File: config.mk
export PLATFORM = sky130hd
export DESIGN_NAME = eeprom_port_config_preload
export DESIGN_NICKNAME = d
export VERILOG_FILES = /design/src/core/eeprom_port_config_preload.v
export VERILOG_INCLUDE_DIRS = /design/src /design/src/core
export SDC_FILE = /design/constraint.sdc
export NUM_CORES = 1
export LEC_CHECK = 0
export ABC_AREA = 1
export BUFFER_PORTS_ARGS = -buffer_cell sky130_fd_sc_hd__buf_2
export CAP_MARGIN = 30
export CORE_ASPECT_RATIO = 1.75
export CORE_MARGIN = 10
export CORE_UTILIZATION = 35
export CTS_BUF_LIST = sky130_fd_sc_hd__clkbuf_4
export CTS_CLUSTER_SIZE = 14
export DETAILED_ROUTE_END_ITERATION = 10
export SYNTH_ARGS = -nofsm -noshare
export SYNTH_HDL_FRONTEND = slang
export SYNTH_SLANG_ARGS = --single-unit
File: constraint.sdc
create_clock -name core_clk -period 11.8 [get_ports core_clk]
set_input_delay 0.59 -clock core_clk [delete_from_list [all_inputs] [get_ports core_clk]]
set_output_delay 0.59 -clock core_clk [all_outputs]
set_load 0.02 [all_outputs]
File: src/core/eeprom_port_config_preload_defs.vh
/*
  constants of the eeprom preload block: eeprom word addresses, field
  positions inside those words, apb register offsets and reset defaults.
  assumes it is included by bare name from the design file.
*/
`ifndef EEPROM_PORT_CONFIG_PRELOAD_DEFS_VH
`define EEPROM_PORT_CONFIG_PRELOAD_DEFS_VH

// eeprom word addresses
`define EE_ADDR_P2_PMCAP   8'h54
`define EE_ADDR_P2_PMDATA  8'h55
`define EE_ADDR_PORT0      8'h60
`define EE_ADDR_PORT1      8'h62
`define EE_ADDR_PORT2      8'h64
`define EE_WORD_COUNT      3'h5

// fields of the power management word
`define PM_NOSOFTRST_BIT   0
`define PM_AUX_HI          3
`define PM_AUX_LO          1
`define PM_D1_BIT          4
`define PM_D2_BIT          5
`define PM_PME_HI          7
`define PM_PME_LO          6
`define PM_DATA_HI         15
`define PM_DATA_LO         8

// fields of the per-port word
`define PW_SLOTIMPL_BIT    0
`define PW_SLOTCLK_BIT     1
`define PW_DSI_BIT         2
`define PW_LPVC_BIT        3
`define PW_PORTNUM_HI      6
`define PW_PORTNUM_LO      4
`define PW_TCMAP_HI        15
`define PW_TCMAP_LO        9

// apb register byte offsets
`define REG_CTRL           12'h000
`define REG_STATUS         12'h004
`define REG_WORD_P2PM      12'h008
`define REG_WORD_P2DATA    12'h00C
`define REG_WORD_PORT0     12'h010
`define REG_WORD_PORT1     12'h014
`define REG_WORD_PORT2     12'h018
`define CTRL_RELOAD_BIT    0

// hardware defaults loaded at reset, kept while a word has never been present
`define DEF_AUX_CURRENT    3'h0
`define DEF_D1_SUPPORT     1'h1
`define DEF_D2_SUPPORT     1'h1
`define DEF_PME_D2D1       2'h0
`define DEF_PM_DATA        8'h00
`define DEF_NO_SOFT_RESET  1'h0
`define DEF_PORT_WORD      16'h0000
`define DEF_PORT_NUM_P0    3'h0
`define DEF_PORT_NUM_P1    3'h1
`define DEF_PORT_NUM_P2    3'h2

`endif

File: src/core/eeprom_port_config_preload.v
/*
  eeprom preload of per-port configuration fields for a three-port switch.
  after reset (or a software reload) the block reads eeprom words 54h, 55h,
  60h, 62h and 64h through a simple word-read port and copies their fields
  into the configuration-space bits it drives. registers sit on apb.
  assumes an eeprom reader that answers each request with one ack pulse,
  flagging missing words with eeRdAbsent, and that config space holds off
  requests while cfgReady is low.
  register map, one aligned 32-bit word each:
    000h control: write bit 0 to ask for a reload; reads the pending flag
    004h status: bit 0 busy, bit 1 ready, bits 6:2 absent flags of the words
    008h raw word 54h, 00Ch raw word 55h
    010h raw word 60h, 014h raw word 62h, 018h raw word 64h
    any other offset answers with pslverr and reads as zero
  output fields and the configuration bits they feed:
    pmAuxCurrent 40h[24:22], pmD1Support 40h[25], pmD2Support 40h[26]
    pmPmeD2D1 40h[29:28], pmData 44h[31:24], noSoftReset 44h[3]; port 2 only
    slotClkCfg D0h[28], dsiNeeded 40h[21], lpvcVc1 144h[4]; bit n is port n
    logicalPortNum CCh[26:24], tcVc0Map 154h[7:1]; one slice per port
    slotImpl C0h[24]; ports 1 and 2 only
  limitations: a reload only overwrites fields from present words, so a
  word that goes missing later keeps its older value; a reload written
  during a pass is remembered and run after it, with ready held low.
  eeRdAddr only moves on an ack, so a reader that acks twice for one
  request would skip a word.
*/
// The APB interface to the registers and the placing of the registers were chosen for this implementation.
// Notes on behaviour
// - aux current word bits 3:1 to 40h[24:22]
// - word bit 4 to D1 support 40h[25]
// - word bit 5 to D2 support 40h[26]
// - word bits 7:6 to PME support 40h[29:28]
// - word 55h bits 15:8 to 44h[31:24]
// - port words at 60h, 62h, 64h
// - port word bit 1 to D0h[28] slot clock
// - port word bit 2 to 40h[21] dsi
// - port word bit 3 to 144h[4] lpvc
// - port word bits 6:4 to CCh[26:24]
// - port word bits 15:9 to 154h[7:1]
// - ports 1,2 bit 0 to C0h[24] slot
// - word 54h bit 0 to 44h[3]
`timescale 1ns/1ps
`default_nettype none
`include "eeprom_port_config_preload_defs.vh"

module eeprom_port_config_preload (
  // clock and reset
  input  wire        core_clk,
  input  wire        reset,
  // apb slave
  input  wire        psel,
  input  wire        penable,
  input  wire        pwrite,
  input  wire [11:0] paddr,
  input  wire [31:0] pwdata,
  output reg  [31:0] prdata,
  output wire        pready,
  output wire        pslverr,
  // eeprom word-read port
  output reg         eeRdReq,
  output reg  [7:0]  eeRdAddr,
  input  wire        eeRdAck,
  input  wire        eeRdAbsent,
  input  wire [15:0] eeRdData,
  // configuration readiness
  output wire        cfgReady,
  // port 2 power management fields
  output reg  [2:0]  pmAuxCurrent,
  output reg         pmD1Support,
  output reg         pmD2Support,
  output reg  [1:0]  pmPmeD2D1,
  output reg  [7:0]  pmData,
  output reg         noSoftReset,
  // per-port fields, port n in bit n or slice n
  output reg  [2:0]  slotClkCfg,
  output reg  [2:0]  dsiNeeded,
  output reg  [2:0]  lpvcVc1,
  output reg  [8:0]  logicalPortNum,
  output reg  [20:0] tcVc0Map,
  output reg  [2:1]  slotImpl
);

  // one-hot loader states
  localparam [2:0] ST_IDLE = 3'b001;
  localparam [2:0] ST_REQ  = 3'b010;
  localparam [2:0] ST_DONE = 3'b100;

  // loader state, word index and reload request
  reg  [2:0]  state_q;
  reg  [2:0]  idx_q;
  reg         pending_q;

  // absent flags and raw words as last read, for software
  reg  [4:0]  absent_q;
  reg  [15:0] wordP2Pm_q;
  reg  [15:0] wordP2Data_q;
  reg  [15:0] wordPort0_q;
  reg  [15:0] wordPort1_q;
  reg  [15:0] wordPort2_q;

  // word index to eeprom address
  function [7:0] eeAddrOf;
    input [2:0] idx;
    begin
      case (idx)
        3'h0:    eeAddrOf = `EE_ADDR_P2_PMCAP;
        3'h1:    eeAddrOf = `EE_ADDR_P2_PMDATA;
        3'h2:    eeAddrOf = `EE_ADDR_PORT0;
        3'h3:    eeAddrOf = `EE_ADDR_PORT1;
        default: eeAddrOf = `EE_ADDR_PORT2;
      endcase
    end
  endfunction

  // apb: zero wait states, unmapped addresses flag an error
  wire apbSetup  = psel & ~penable;
  wire apbAccess = psel & penable;
  wire mapped    = (paddr == `REG_CTRL) || (paddr == `REG_STATUS) ||
                   (paddr == `REG_WORD_P2PM) || (paddr == `REG_WORD_P2DATA) ||
                   (paddr == `REG_WORD_PORT0) || (paddr == `REG_WORD_PORT1) ||
                   (paddr == `REG_WORD_PORT2);

  // no wait states: every access ends in its first cycle
  assign pready  = 1'b1;
  assign pslverr = apbAccess & ~mapped;

  // a reload request while busy is held until the current pass ends
  wire reloadWr = apbAccess & pwrite & (paddr == `REG_CTRL) & pwdata[`CTRL_RELOAD_BIT];

  // config space must wait for the pass to finish
  assign cfgReady = state_q[2] & ~pending_q;

  // read data is captured in the setup cycle so it is a flop in the access cycle
  always @(posedge core_clk or posedge reset) begin
    if (reset) begin
      prdata <= 32'h00000000;
    end else if (apbSetup) begin
      if (paddr == `REG_CTRL) begin
        prdata <= {31'h00000000, pending_q};
      end else if (paddr == `REG_STATUS) begin
        prdata <= {25'h0000000, absent_q, cfgReady, ~state_q[2]};
      end else if (paddr == `REG_WORD_P2PM) begin
        prdata <= {16'h0000, wordP2Pm_q};
      end else if (paddr == `REG_WORD_P2DATA) begin
        prdata <= {16'h0000, wordP2Data_q};
      end else if (paddr == `REG_WORD_PORT0) begin
        prdata <= {16'h0000, wordPort0_q};
      end else if (paddr == `REG_WORD_PORT1) begin
        prdata <= {16'h0000, wordPort1_q};
      end else if (paddr == `REG_WORD_PORT2) begin
        prdata <= {16'h0000, wordPort2_q};
      end else begin
        // unmapped offsets read as zero
        prdata <= 32'h00000000;
      end
    end
  end

  // loader sequence: a pass starts by itself after reset
  always @(posedge core_clk or posedge reset) begin
    if (reset) begin
      // no request leaves while reset is high
      state_q   <= ST_IDLE;
      idx_q     <= 3'h0;
      pending_q <= 1'b0;
      eeRdReq   <= 1'b0;
      eeRdAddr  <= 8'h00;
    end else begin
      // a reload may be asked for at any time
      if (reloadWr) begin
        pending_q <= 1'b1;
      end
      case (state_q)
        // start a pass at the first word
        ST_IDLE: begin
          idx_q    <= 3'h0;
          eeRdReq  <= 1'b1;
          eeRdAddr <= eeAddrOf(3'h0);
          state_q  <= ST_REQ;
        end

        // step to the next word on each ack
        ST_REQ: begin
          if (eeRdAck) begin
            if (idx_q == `EE_WORD_COUNT - 3'h1) begin
              eeRdReq <= 1'b0;
              state_q <= ST_DONE;
            end else begin
              idx_q    <= idx_q + 3'h1;
              eeRdAddr <= eeAddrOf(idx_q + 3'h1);
            end
          end
        end

        // rest until software asks for a reload
        ST_DONE: begin
          // a reload written in the same cycle wins over the clear of the pending flag
          if (pending_q) begin
            pending_q <= reloadWr;
            state_q   <= ST_IDLE;
          end
        end

        // an illegal code falls back to idle
        default: begin
          state_q <= ST_IDLE;
        end
      endcase
    end
  end

  // raw words and their absent flags, kept for software
  always @(posedge core_clk or posedge reset) begin
    if (reset) begin
      // raw words read as zero until first loaded
      absent_q     <= 5'h00;
      wordP2Pm_q   <= 16'h0000;
      wordP2Data_q <= 16'h0000;
      wordPort0_q  <= 16'h0000;
      wordPort1_q  <= 16'h0000;
      wordPort2_q  <= 16'h0000;
    end else if (state_q[1] & eeRdAck) begin
      absent_q[idx_q] <= eeRdAbsent;
      // an absent word keeps the value software last saw
      if (!eeRdAbsent) begin
        case (idx_q)
          3'h0:    wordP2Pm_q   <= eeRdData;
          3'h1:    wordP2Data_q <= eeRdData;
          3'h2:    wordPort0_q  <= eeRdData;
          3'h3:    wordPort1_q  <= eeRdData;
          default: wordPort2_q  <= eeRdData;
        endcase
      end
    end
  end

  // field copies; an absent word leaves the fields at their last loaded values, or defaults if never loaded
  always @(posedge core_clk or posedge reset) begin
    if (reset) begin
      // defaults hold until a present word overwrites them
      pmAuxCurrent   <= `DEF_AUX_CURRENT;
      pmD1Support    <= `DEF_D1_SUPPORT;
      pmD2Support    <= `DEF_D2_SUPPORT;
      pmPmeD2D1      <= `DEF_PME_D2D1;
      pmData         <= `DEF_PM_DATA;
      noSoftReset    <= `DEF_NO_SOFT_RESET;
      slotClkCfg     <= 3'h0;
      dsiNeeded      <= 3'h0;
      lpvcVc1        <= 3'h0;
      logicalPortNum <= {`DEF_PORT_NUM_P2, `DEF_PORT_NUM_P1, `DEF_PORT_NUM_P0};
      tcVc0Map       <= 21'h000000;
      slotImpl       <= 2'h0;
    end else if (state_q[1] & eeRdAck & ~eeRdAbsent) begin
      case (idx_q)
        // word 54h: port 2 power management capability
        3'h0: begin
          noSoftReset  <= eeRdData[`PM_NOSOFTRST_BIT];
          pmAuxCurrent <= eeRdData[`PM_AUX_HI:`PM_AUX_LO];
          pmD1Support  <= eeRdData[`PM_D1_BIT];
          pmD2Support  <= eeRdData[`PM_D2_BIT];
          pmPmeD2D1    <= eeRdData[`PM_PME_HI:`PM_PME_LO];
        end

        // word 55h: port 2 power management data
        3'h1: begin
          pmData <= eeRdData[`PM_DATA_HI:`PM_DATA_LO];
        end

        // word 60h: port 0
        3'h2: begin
          // port 0 has no slot implemented bit
          slotClkCfg[0]          <= eeRdData[`PW_SLOTCLK_BIT];
          dsiNeeded[0]           <= eeRdData[`PW_DSI_BIT];
          lpvcVc1[0]             <= eeRdData[`PW_LPVC_BIT];
          logicalPortNum[2:0]    <= eeRdData[`PW_PORTNUM_HI:`PW_PORTNUM_LO];
          tcVc0Map[6:0]          <= eeRdData[`PW_TCMAP_HI:`PW_TCMAP_LO];
        end

        // word 62h: port 1
        3'h3: begin
          slotImpl[1]            <= eeRdData[`PW_SLOTIMPL_BIT];
          slotClkCfg[1]          <= eeRdData[`PW_SLOTCLK_BIT];
          dsiNeeded[1]           <= eeRdData[`PW_DSI_BIT];
          lpvcVc1[1]             <= eeRdData[`PW_LPVC_BIT];
          logicalPortNum[5:3]    <= eeRdData[`PW_PORTNUM_HI:`PW_PORTNUM_LO];
          tcVc0Map[13:7]         <= eeRdData[`PW_TCMAP_HI:`PW_TCMAP_LO];
        end

        // word 64h: port 2
        default: begin
          slotImpl[2]            <= eeRdData[`PW_SLOTIMPL_BIT];
          slotClkCfg[2]          <= eeRdData[`PW_SLOTCLK_BIT];
          dsiNeeded[2]           <= eeRdData[`PW_DSI_BIT];
          lpvcVc1[2]             <= eeRdData[`PW_LPVC_BIT];
          logicalPortNum[8:6]    <= eeRdData[`PW_PORTNUM_HI:`PW_PORTNUM_LO];
          tcVc0Map[20:14]        <= eeRdData[`PW_TCMAP_HI:`PW_TCMAP_LO];
        end
      endcase
    end
  end

endmodule // eeprom_port_config_preload

`default_nettype wire

; Word-level counts from Yosys, hierarchy flattened
; Cells that the tools add are included.
[op_classes]
n_addsub = 1
n_lt_le_gt_ge = 2
eq_ne = 20
muxes = 27
bitwise = 15
reduce_logical = 25
[op_table]
columns = operator, n
row1 = $mux 16, 7
row2 = $eq 12x5->1 const B, 3
row3 = $eq 12x4->1 const B, 2
row4 = $pmux 6 s4, 1
row5 = $reduce_and 3->1, 8
row6 = $mux 8, 2
row7 = $pmux 8 s2, 1
row8 = $eq 3x2->1 const B, 5
row9 = $mux 3, 5
row10 = $eq 12x3->1 const B, 1
row11 = $logic_not 12->1, 1
row12 = $reduce_and 2->1, 5
row13 = $and 1x1->1, 9
row14 = $eq 3x1->1 const B, 3
row15 = $pmux 3 s3, 1
row16 = $ne 2x2->1 const B, 4
row17 = $eq 3x3->1 const B, 2
row18 = $logic_not 3->1, 2
row19 = $logic_or 1x1->1, 6
row20 = $mux 1, 6
row21 = $not 1->1, 6
row22 = $pmux 3 s2, 1
row23 = $bwmux 5, 1
row24 = $lt 3x4->1 const B, 1
row25 = other kinds (7), 7
[totals]
reg_bits = 190
inputBits = 67
word_cells = 125

; Logic depth before layout (Yosys ltp)
[logic_depth]
word_depth = 9
mapped_depth = 12

; Worst setup path before layout
; Ideal clock, no wire load.
[synth_path]
path_type = input to output
from = input port paddr[2]
to = output port pslverr
arrival_ps = 1874
t_required_ps = 11210
slack_ps = 9336
stages = 9
n_path_buf = 2
path_cell_list = inv_1 > buf_2 > nor2_1 > nand2_1 > inv_2 > nand2_1 > buf_2 > nand4_1 > nor3_1
[synth_via]
elab_chain_len = 9
[synth_rtl]
columns = item, line
row1 = start: declaration, eeprom_port_config_preload.v:54  ; input wire [11:0] paddr,
row2 = $eq 12x3->1 (no source line) or $logic_not 12->1 (tied branches), n/a
row3 = $logic_or 1x1->1 (5 in series), eeprom_port_config_preload.v:118  ; wire mapped = (paddr == `REG_CTRL) || (paddr == `REG_STATUS) ||
row4 = $logic_or 1x1->1 *, eeprom_port_config_preload.v:118
row5 = $not 1->1 *, eeprom_port_config_preload.v:125  ; assign pslverr = apbAccess & ~mapped;
row6 = $and 1x1->1 *, eeprom_port_config_preload.v:125
row7 = end: declaration, eeprom_port_config_preload.v:58  ; output wire pslverr,
; Mark *: on every way between the ends. The rest lies on a longest branch, timed or not.

; Worst setup path in the final report
; Ends and elaborated chain as after synthesis.

==> flow_metrics.env <==
export IMPL_grt_setup_unrepaired="no"
export IMPL_setup_viol=0
export IMPL_hp_class="input port to async pin"
export IMPL_wl_per_cell_um=16.8
export IMPL_final_common_cell="nand2_1"
export IMPL_track_usage_pct=15.8
export IMPL_core_um2=18500
export IMPL_die_area_um2=24800
export IMPL_numCtsBuffers=17
export IMPL_h_tree_depth=4
export IMPL_grt_overflow=0
export IMPL_crit_arrival_ns=2.97
export IMPL_ys_types=30
export IMPL_synthesis_area_um2=6540
export IMPL_vdd_drop_max_mv=0.123
export IMPL_gp_congestion=0.844
export IMPL_layout_drive_gt1_share_pct=20.5
export IMPL_synth_seq_cells=132
export IMPL_grt_pass1_wl_um=29700
export IMPL_syn_inst=816
export IMPL_synth_seq_area_share_pct=50.6
export IMPL_die_height_um=201
export IMPL_powerDensity_nw_per_um2=217
export IMPL_ff2ff_setup_slack_ns=9.26
export IMPL_yosysWarnings=0
export IMPL_wirelength_um=19100
export IMPL_fmax_ghz=0.281
export IMPL_cts_tree="yes"
export IMPL_required_ns=11.21
export IMPL_drt_iter0_drc=348
export IMPL_cp_end_kind="primary output"
export IMPL_drc_errors=0
export IMPL_path_clk_slew_ns=0.14
export IMPL_final_cell_mix="258 x nand2_1, 127 x dfrtp_1, 117 x buf_2, 91 x o21ai_0, 63 x inv_1"
export IMPL_fillers=1977
export IMPL_core_rowCount=66
export IMPL_finalPower_uw=1580
export IMPL_crit_fanout=13
export IMPL_finClkSkew_ns=0.0262
export IMPL_grt_start_max_net_pins=72
export IMPL_grt_pass1_vias=5430
export IMPL_vias_per_cell=4.67
export IMPL_io_buffer_count=117
export IMPL_worstSetupStartpointType="input port"
export IMPL_die_w_um=123
export IMPL_start_util_pct=35.3
export IMPL_pre_cts_slack_ns=8.26
export IMPL_setup_tns_final_ns=0
export IMPL_setup_slack_ns=8.24
export IMPL_dp_hpwl_um=14600
export IMPL_antenna_found_initial=1
export IMPL_p_leak_uw=0.00396
export IMPL_worst_setup_path_type="input port to primary output"
export IMPL_post_cts_buffers=0
export IMPL_first_pass_iters=5
export IMPL_post_cts_resize_count=0
export IMPL_fin_nets=962
export IMPL_holdBufCountCts=0
export IMPL_clkSinkCount=132
export IMPL_detail_route_antenna_nets=0
export IMPL_io_pins=168
export IMPL_clk_path_buf_depth=2
export IMPL_ff2ff_path_depth=9
export IMPL_finalMaxSlewViolations=0
export IMPL_slew_headroom_pct=40.8
export IMPL_clk_latency_ns=0.54
export IMPL_post_route_period_util_pct=30.1
export IMPL_worstMarginPinSlew_ns=0.888
export IMPL_outcome="completed"
export IMPL_area_growth_pct=11.7
export IMPL_cts_root_buf="clkbuf_4"
export IMPL_syn_area_per_cell_um2=8.01
export IMPL_synth_top_area_share_pct=48.6
export IMPL_synth_area_leaders="dfrtp_1 49%, nand2_1 15%, buf_4 7.1%"
export IMPL_min_period_ns=3.56
export IMPL_finalHoldViolCount=0
export IMPL_fin_util_pct=39.5
export IMPL_drv_cap=0
export IMPL_via_count=5331
export IMPL_yosys_area_top_type="dfrtp_1"
## sequential cells by signal (all words and copies together), names as in the netlist, 3 cells and up
register and flops:
prdata 16, wordP2Data_q 16, wordP2Pm_q 16, wordPort0_q 16, wordPort1_q 16, wordPort2_q 16
tcVc0Map 7, eeRdAddr 6, absent_q 5, logicalPortNum 4, idx_q 3, state_q 3
## final cells by class
type	instances	area (µm²)	share of cell area (%)
Sequential cell	132	3310	45.3
Timing Repair Buffer	121	631	8.63
Tap cell	238	298	4.08
Inverter	72	273	3.73
Multi-Input combinational cell	545	2460	33.7
Antenna cell	1	2.50	0.0343
Clock inverter	15	203	2.77
Clock buffer	17	128	1.75
## cells by family (layout without fill, tap and decap cells)
logic type / count (synthesis) / count (layout) / share of synthesized area, %
buffers and inverters: 156 / 225 / 12.7
other: 2 / 20 / 0.115
flip-flops: 132 / 132 / 50.6
AND/OR/NAND/NOR: 378 / 378 / 24.4
adder cells (fa/ha/maj): 6 / 6 / 1.15
AO/OA/AOI/OAI: 142 / 142 / 11.1
## worst paths after layout
path                                               startpoint                       endpoint
min in group core_clk                             eeRdData[6]     wordPort2_q[6]$_DFFE_PP0P_
max in group asynchronous                               reset     wordPort0_q[2]$_DFFE_PP0P_
worst max register to register           idx_q[0]$_DFFE_PP0P_    wordPort2_q[11]$_DFFE_PP0P_
worst min-delay path                                    reset  logicalPortNum[6]$_DFFE_PP0P_
worst min register to register  logicalPortNum[3]$_DFFE_PP1P_  logicalPortNum[3]$_DFFE_PP1P_
worst max-delay path                                 paddr[2]                        pslverr
## where the power goes
group | internal, µW | switching (µW) | leakage [µW]
sequential | 619 | 102 | 0.00166
clock | 170 | 182 | 0.000165
combinational | 161 | 349 | 0.00214
## synth_stat cells
master	n
nor2_4	4
ha_1	6
o21ai_0	91
o41ai_1	1
inv_2	8
nand2_2	4
a31oi_1	2
buf_4	62
clkbuf_1	12
or2_2	1
nor3_2	4
nand3_2	2
o21ai_1	41
dfrtp_1	127
dfstp_2	5
nor2_1	60
nand4_2	1
o211ai_1	2
nor3_1	2
o22ai_1	1
nor2_2	2
buf_2	10
and3_1	1
nor3_4	2
nand2_1	258
inv_1	64
a21oi_1	4
conb_1	2
nand3_1	34
nand4_1	3
## per-stage QoR
| step | instances | hold slack (ns) | area (µm²) |
|---|---|---|---|
| floorplan | 833 | 0.443 | 6600 |
| global placement | 1106 | 0.452 | 6940 |
| detailed placement | 1108 | 0.455 | 6970 |
| CTS | 1140 | 0.224 | 7300 |
| global route | 1141 | 0.243 | 7310 |
| finish | 1141 | 0.224 | 7310 |
## layer usage
metal	track usage, %	up-vias	part of all wire [%]
li1	-	2667	-
met1	16.0	2486	37
met2	29.3	144	55
met3	3.46	34	4.9
met4	6.73	0	3.3
met5	0	-	0
## worst max-delay path, stage by stage
cell     delay, ns
buf_2         0.17
inv_1         0.32
nor2_1        0.07
nand2_1       0.45
inv_2         0.29
nand2_1       0.44
nand4_1       0.15
nor3_1        0.25
buf_2         0.23
No activity file was read; power rests on OpenSTA's default activity.
